`config.mk`:
```
export PLATFORM = sky130hd
export DESIGN_NAME = pulse_divided_pwm_14bit
export DESIGN_NICKNAME = d
export VERILOG_FILES = /design/src/pwm14_pkg.sv /design/src/pulse_divided_pwm_14bit.sv /design/src/pulse_slot_level.sv
export SDC_FILE = /design/constraint.sdc
export NUM_CORES = 1
export LEC_CHECK = 0
export BUFFER_PORTS_ARGS = -buffer_cell sky130_fd_sc_hd__buf_2
export CORE_ASPECT_RATIO = 0.9
export CORE_UTILIZATION = 30
export DETAILED_ROUTE_END_ITERATION = 8
export MAX_ROUTING_LAYER = met4
export PLACE_DENSITY_LB_ADDON = 0.12
export SETUP_SLACK_MARGIN = 0.2
export SKIP_LAST_GASP = 1
export SLEW_MARGIN = 20
export SYNTH_ARGS = -nofsm -noshare
export SYNTH_HDL_FRONTEND = slang
export SYNTH_SLANG_ARGS = --single-unit
```
`constraint.sdc`:
```
create_clock -name clock -period 5.4 [get_ports clock]
set_clock_uncertainty 0.2 [all_clocks]
set_input_delay 0.81 -clock clock [delete_from_list [all_inputs] [get_ports clock]]
set_output_delay 0.81 -clock clock [all_outputs]
set_load 0.02 [all_outputs]
```
`src/pwm14_pkg.sv`:
```
// Package: register map, reset values, timing counts and carriers of the 14-bit PWM
package pwm14_pkg;

  // ----------------------------------------
  // Register indices, byte address is four times the index
  // ----------------------------------------
  localparam int ADR_W = 18;
  localparam int IDX_W = 16;
  localparam logic [IDX_W-1:0] IDX_CLOCK_CONTROL = 16'hffcc;
  localparam logic [IDX_W-1:0] IDX_DUTY_UPPER = 16'hffcd;
  localparam logic [IDX_W-1:0] IDX_DUTY_LOWER = 16'hffce;

  // ----------------------------------------
  // Field positions and reset values
  // ----------------------------------------
  localparam int PERIOD_SELECT_POS = 0;
  localparam int DUTY_UPPER_W = 6;
  localparam int DUTY_LOWER_W = 8;
  localparam int DUTY_W = DUTY_UPPER_W + DUTY_LOWER_W;
  localparam logic [7:0] CLOCK_CONTROL_RST = 8'hfe;
  localparam logic [7:0] DUTY_UPPER_RST = 8'hc0;
  localparam logic [7:0] DUTY_LOWER_RST = 8'h00;
  localparam logic [7:0] WO_READ_VALUE = 8'hff;
  localparam logic [7:0] UNMAPPED_READ_VALUE = 8'h00;

  // ----------------------------------------
  // Waveform shape and cycle counts
  // ----------------------------------------
  localparam int PULSE_BITS = 6;
  localparam int UNIT_BITS = 8;
  localparam int DUTY_OFFSET = 64;
  localparam int PERIOD_FAST_CLKS = 16384;
  localparam int PERIOD_SLOW_CLKS = 32768;
  localparam logic [DUTY_W-1:0] FULL_HIGH_MIN = 14'h3fc0;

  // ----------------------------------------
  // Carriers
  // ----------------------------------------
  typedef struct packed {
    logic slow;
    logic [DUTY_W-1:0] duty;
  } pwm_cfg_t;

  typedef struct packed {
    logic ack;
    logic [7:0] rdata;
    logic period_select_bit;
    logic [DUTY_LOWER_W-1:0] duty_lower_byte;
    logic [DUTY_W-1:0] duty_xfer;
    pwm_cfg_t active;
    logic prescale;
    logic [UNIT_BITS-1:0] unit;
    logic [PULSE_BITS-1:0] pulse;
    logic pwm;
  } pwm_state_t;

endpackage

```
`src/pulse_divided_pwm_14bit.sv`:
```
// Top of the 14-bit pulse-divided PWM with its Wishbone register slave
//
// Notes on behaviour
// - Select 0: period 16384 clocks; 1: 32768
// - Select bit and reserved bits read as one
// - Control register resets to fe, fast period
// - Duty: six upper bits, eight lower bits
// - Upper write transfers value, synced update
// - Duty bytes are write-only, read all ones
// - Duty pair resets to c000
// - Each period holds 64 pulses
// - Period high time: duty plus 64 clocks, twice that when slow
// - Duty 3fc0 to 3fff keeps output high
// - High time spread over many pulses
//
// Register access over Wishbone was chosen for this implementation.
`timescale 1ns/1ps
module pulse_divided_pwm_14bit
  import pwm14_pkg::*;
(
  // Clock and reset
  input wire logic clock,
  input wire logic rst_n,
  // Wishbone slave
  input wire logic cyc_i,
  input wire logic stb_i,
  input wire logic we_i,
  input wire logic [ADR_W-1:0] adr_i,
  input wire logic [3:0] sel_i,
  input wire logic [31:0] dat_i,
  output logic [31:0] dat_o,
  output logic ack_o,
  // Waveform output
  output logic pwm_o
);

  // ----------------------------------------
  // State
  // ----------------------------------------
  localparam pwm_state_t ST_RST = '{
    ack: 1'b0,
    rdata: UNMAPPED_READ_VALUE,
    period_select_bit: CLOCK_CONTROL_RST[PERIOD_SELECT_POS],
    duty_lower_byte: DUTY_LOWER_RST,
    duty_xfer: {DUTY_UPPER_RST[DUTY_UPPER_W-1:0], DUTY_LOWER_RST},
    active: '{slow: CLOCK_CONTROL_RST[PERIOD_SELECT_POS], duty: '0},
    prescale: 1'b0,
    unit: '0,
    pulse: '0,
    pwm: 1'b0
  };

  pwm_state_t st_r;
  pwm_state_t st_nxt;

  // ----------------------------------------
  // Address decode
  // ----------------------------------------
  function automatic logic is_mapped(input logic [IDX_W-1:0] idx);
    logic hit;
    if (idx == IDX_CLOCK_CONTROL) begin
      hit = 1'b1;
    end else if (idx == IDX_DUTY_UPPER) begin
      hit = 1'b1;
    end else if (idx == IDX_DUTY_LOWER) begin
      hit = 1'b1;
    end else begin
      hit = 1'b0;
    end
    return hit;
  endfunction

  logic [IDX_W-1:0] idx;
  logic bus_req;
  logic wr;
  logic wr_ctl;
  logic wr_upper;
  logic wr_lower;

  assign idx = adr_i[ADR_W-1:2];
  assign bus_req = cyc_i & stb_i;
  // Writes land on the edge where the master sees ack
  assign wr = bus_req & we_i & sel_i[0] & st_r.ack;
  assign wr_ctl = wr && (idx == IDX_CLOCK_CONTROL);
  assign wr_upper = wr && (idx == IDX_DUTY_UPPER);
  assign wr_lower = wr && (idx == IDX_DUTY_LOWER);

  // ----------------------------------------
  // Waveform timing
  // ----------------------------------------
  logic step;
  logic unit_wrap;
  logic period_end;
  logic slot_high;

  assign step = ~st_r.active.slow | st_r.prescale;
  assign unit_wrap = step && (st_r.unit == {UNIT_BITS{1'b1}});
  assign period_end = unit_wrap && (st_r.pulse == {PULSE_BITS{1'b1}});

  pulse_slot_level #(
    .PULSE_W(PULSE_BITS),
    .UNIT_W(UNIT_BITS)
  ) u_level (
    .duty(st_r.active.duty),
    .pulse(st_r.pulse),
    .unit(st_r.unit),
    .high(slot_high)
  );

  // ----------------------------------------
  // Next state
  // ----------------------------------------
  always_comb begin
    st_nxt = st_r;
    // Bus answer one cycle after the request
    st_nxt.ack = bus_req & ~st_r.ack;
    if (bus_req && !we_i && is_mapped(idx)) begin
      st_nxt.rdata = WO_READ_VALUE;
    end else begin
      st_nxt.rdata = UNMAPPED_READ_VALUE;
    end
    // Register writes
    if (wr_ctl) begin
      st_nxt.period_select_bit = dat_i[PERIOD_SELECT_POS];
    end
    if (wr_lower) begin
      st_nxt.duty_lower_byte = dat_i[DUTY_LOWER_W-1:0];
    end
    if (wr_upper) begin
      st_nxt.duty_xfer = {dat_i[DUTY_UPPER_W-1:0], st_r.duty_lower_byte};
    end
    // Counters of units and pulses
    if (period_end) begin
      st_nxt.prescale = 1'b0;
    end else begin
      st_nxt.prescale = st_r.active.slow & ~st_r.prescale;
    end
    if (step) begin
      st_nxt.unit = st_r.unit + 1'b1;
    end
    if (unit_wrap) begin
      st_nxt.pulse = st_r.pulse + 1'b1;
    end
    // New data and period take effect at a period boundary
    if (period_end) begin
      st_nxt.active.slow = st_r.period_select_bit;
      st_nxt.active.duty = st_r.duty_xfer;
    end
    st_nxt.pwm = slot_high;
  end

  always_ff @(posedge clock or negedge rst_n) begin
    if (!rst_n) begin
      st_r <= ST_RST;
    end else begin
      st_r <= st_nxt;
    end
  end

  // ----------------------------------------
  // Outputs
  // ----------------------------------------
  assign dat_o = {24'h000000, st_r.rdata};
  assign ack_o = st_r.ack;
  assign pwm_o = st_r.pwm;

  // ----------------------------------------
  // Checking helpers
  // ----------------------------------------
  logic [15:0] per_cnt_r;
  logic [15:0] hi_cnt_r;

  always_ff @(posedge clock or negedge rst_n) begin
    if (!rst_n) begin
      per_cnt_r <= 16'h0000;
      hi_cnt_r <= 16'h0000;
    end else if (period_end) begin
      per_cnt_r <= 16'h0000;
      hi_cnt_r <= 16'h0000;
    end else begin
      per_cnt_r <= per_cnt_r + 16'h0001;
      hi_cnt_r <= hi_cnt_r + {15'h0000, slot_high};
    end
  end

  int expected_high;

  always_comb begin
    if (st_r.active.duty >= FULL_HIGH_MIN) begin
      expected_high = PERIOD_FAST_CLKS;
    end else begin
      expected_high = int'(st_r.active.duty) + DUTY_OFFSET;
    end
    if (st_r.active.slow) begin
      expected_high = expected_high * 2;
    end
  end
endmodule // pulse_divided_pwm_14bit

```
`src/pulse_slot_level.sv`:
```
// Level of the PWM output for one unit of one pulse slot
`timescale 1ns/1ps
module pulse_slot_level
  import pwm14_pkg::*;
#(
  parameter int PULSE_W = 6,
  parameter int UNIT_W = 8
) (
  // Active duty and slot position
  input wire logic [PULSE_W+UNIT_W-1:0] duty,
  input wire logic [PULSE_W-1:0] pulse,
  input wire logic [UNIT_W-1:0] unit,
  // Result
  output logic high
);

  generate
    if (PULSE_W < 1 || UNIT_W < 1) begin : g_bad
      $error("pulse_slot_level: widths must be positive");
    end
  endgenerate

  // ----------------------------------------
  // Bit-reversed pulse index spreads extra units
  // ----------------------------------------
  logic [PULSE_W-1:0] pulse_rev;
  genvar gi;
  generate
    for (gi = 0; gi < PULSE_W; gi++) begin : g_rev
      assign pulse_rev[gi] = pulse[PULSE_W-1-gi];
    end
  endgenerate

  logic extra;
  logic [UNIT_W:0] width;

  always_comb begin
    extra = pulse_rev < duty[PULSE_W-1:0];
    width = {1'b0, duty[PULSE_W+UNIT_W-1:PULSE_W]} + {{UNIT_W{1'b0}}, 1'b1}
      + {{UNIT_W{1'b0}}, extra};
    high = {1'b0, unit} < width;
  end

endmodule // pulse_slot_level

```
==> impl_metrics.ini <==
[clocking]
clockBufferDepth = 2
clock_latency_ps = 310
cts-resized-gates = 0
cts_hold_buf = 0
cts_sinks = 56
htreeDepth = 2
cts_buffers = 5
cts_setup_buffers = 0
cts_tree = done
path_clk_slew_ps = 100
cts_root_buffer = clkbuf_8

[grt]
grt_pass1_vias = 1725
grt_usage = 0.1078
globalRouteOverflowTotal = 0
antenna_found_initial = 0
grt_pass1_wl_mm = 8.411
grt_max_degree = 57

[placement]
place_congestion = 0.6951
io_buffers = 39
dp_slack_ps = 2003
dp_hpwl_mm = 3.585

[synth]
netlist_area_mm2 = 0.002950
yosysTopAreaCell = dfrtp_1
synth.area.top_cells = dfrtp_1, mux2_2, buf_4, ha_1, mux2_4
yosys_warnings = 0
synthCells = 241
ys_types = 34
yosysMostFrequentCell = dfrtp_1
synthDominantCellAreaShare = 0.4750
ys_ff_latch = 56
yosysSeqAreaShare = 0.4750
synth-edff-count = 0
avgSynthCellArea_um2 = 12.24
ys.flop_type = dfrtp_1
synthArstFlopShare = 1.000
yosys-top-cells-count = dfrtp_1, buf_4, mux2_2

[floorplan]
die_w_um = 106.5
row_count = 33
die_area_mm2 = 0.01024
pin_count = 93
core-area_mm2 = 0.009331
start_util = 0.3162
die_h_um = 96.08

[timing]
slew_headroom = 0.4461
rsz0062_at_grt = no
worst_pin_slew_ps = 830.8
setup-tns-final_ps = 0
timing.hold.ws_ps = 259.0
fin_crit_sh = 0.6307
setup_ws_ps = 1994
finalSetupViolations = 0
fmax_ghz = 0.2936
fin_crit_ps = 3406
hold_viol_final = 0
final_max_slew_viol_count = 0

[setup_path]
cp_max_fo = 5
cpMostUsedCell = ha_1
worstSetupPathType = flop to flop
required_ps = 5460
cp_data_arrival_time_ps = 3460
cpPeakStageDelay_ps = 460
path_cells = ha_1, a21oi_1, o21ai_0, a31o_2, ha_1, inv_1, ha_1, nand3_1, xor2_1, ha_1, a21o_1, a211o_1, a211oi_1, a311o_1
cpMaxStageDelayCell = dfrtp_1
cp-end-kind = flop
startpoint_type = flop

[power]
power.density_mw_per_mm2 = 217.7
max-vdd-ir-drop_uv = 100.7
p_leak_nw = 1.648

[layout]
nets = 350
drive_above_1_share = 0.3297
final-seq-area_mm2 = 0.001401
area_growth_pct = 8.439
multiInputGateArea_mm2 = 0.001318
n_antenna_cell = 0
nFillCells = 975

[job]
drv_cap = 0

[route]
drt_wl_total_mm = 4.804
first_pass_iters = 3
drt_iter0_markers = 44
drcViolationCount = 0
wl_per_cell_um = 12.07
via_per_inst = 4.289
vias = 1707
final_antenna_net_count = 0

[hold_path]
min_path_type = flop to flop

[run_status]
status = finished clean
-- metal layers --
layer,share of wire,vias to the layer above,routed length (um),global-route usage
met5,0,-,0,-
met4,0.00083,0,4,0.01370
met3,0.048,2,231,0.03453
met2,0.43,49,2080,0.1661
met1,0.52,807,2486,0.1428
li1,-,849,-,-
-- cell families after synthesis --
kind of cell,share of synthesized area
flops,0.4750
simple gates,0.09627
buf+inv,0.1077
mux,0.1654
xor+xnor,0.05343
fa+ha+maj,0.06785
compound gates,0.03308
other cells,0.001271
-- worst max-delay path, delay by kind of cell (launching register included) --
family,cells,cell delay (ps)
adder cells (fa/ha/maj),4,1050
XOR/XNOR,1,170
AO/OA/AOI/OAI,7,1310
buffers and inverters,1,60
AND/OR/NAND/NOR,1,110
flip-flops,1,460
-- sequential cells by signal, summed over array words and instances, names as in the netlist --
signal,flops
dat_o,1
ack_o,1
st_r,53
pwm_o,1
-- stage by stage --
step | power [mW] | utilization | cells | area (um^2)
after floorplan | 0.4585 | - | 264 | 3037
after global placement | 0.4669 | 0.3331 | 390 | 3108
after detailed placement | 0.4669 | 0.3331 | 390 | 3108
after CTS | 0.7120 | 0.3429 | 398 | 3199
after global routing | 0.7347 | 0.3429 | 398 | 3199
final | 0.6964 | 0.3429 | 398 | 3199
-- layout by cell type (no fill, tap or decap), types with 2 or more instances in the layout --
cell	instances
a21oi_1	6
and3_1	3
nor2_1	6
xnor2_1	6
nand4b_1	2
xor2_1	12
nand2_1	12
nor3_1	2
nand3_1	8
conb_1	24
nor4_1	2
buf_2	39
o21ai_0	2
a21o_1	2
mux2_2	30
dfrtp_1	56
mux2_4	10
clkbuf_8	5
inv_1	9
nand4_1	7
nand2b_1	3
ha_1	16
-- final cells by class --
class,instances,share of cell area
repair buffers,40,0.06336
multi-input cells,163,0.4118
inverters,9,0.01056
clock buffers,5,0.02151
clock inverters,3,0.007039
well taps,122,0.04771
flip-flops and latches,56,0.4380
-- power by group --
group / internal, mW / switching, mW / leakage [nW] / total (mW)
registers: 0.419 / 0.000309 / 0.767 / 0.420
clock network: 0.0934 / 0.145 / 0.0485 / 0.239
logic: 0.00936 / 0.0286 / 0.832 / 0.0380
-- final timing paths --
path	from	end	slack (ps)	cells after the start
worst max-delay path	st_r[3]	pwm_o	1990	14
worst min-delay path	ack_o	ack_o	260	1
worst max register to register	st_r[3]	pwm_o	1990	14
worst min register to register	ack_o	ack_o	260	1
max in group asynchronous	rst_n	st_r[21]	4100	2
min in group asynchronous	rst_n	st_r[13]	440	2
No activity file was read; power rests on OpenSTA's default activity.
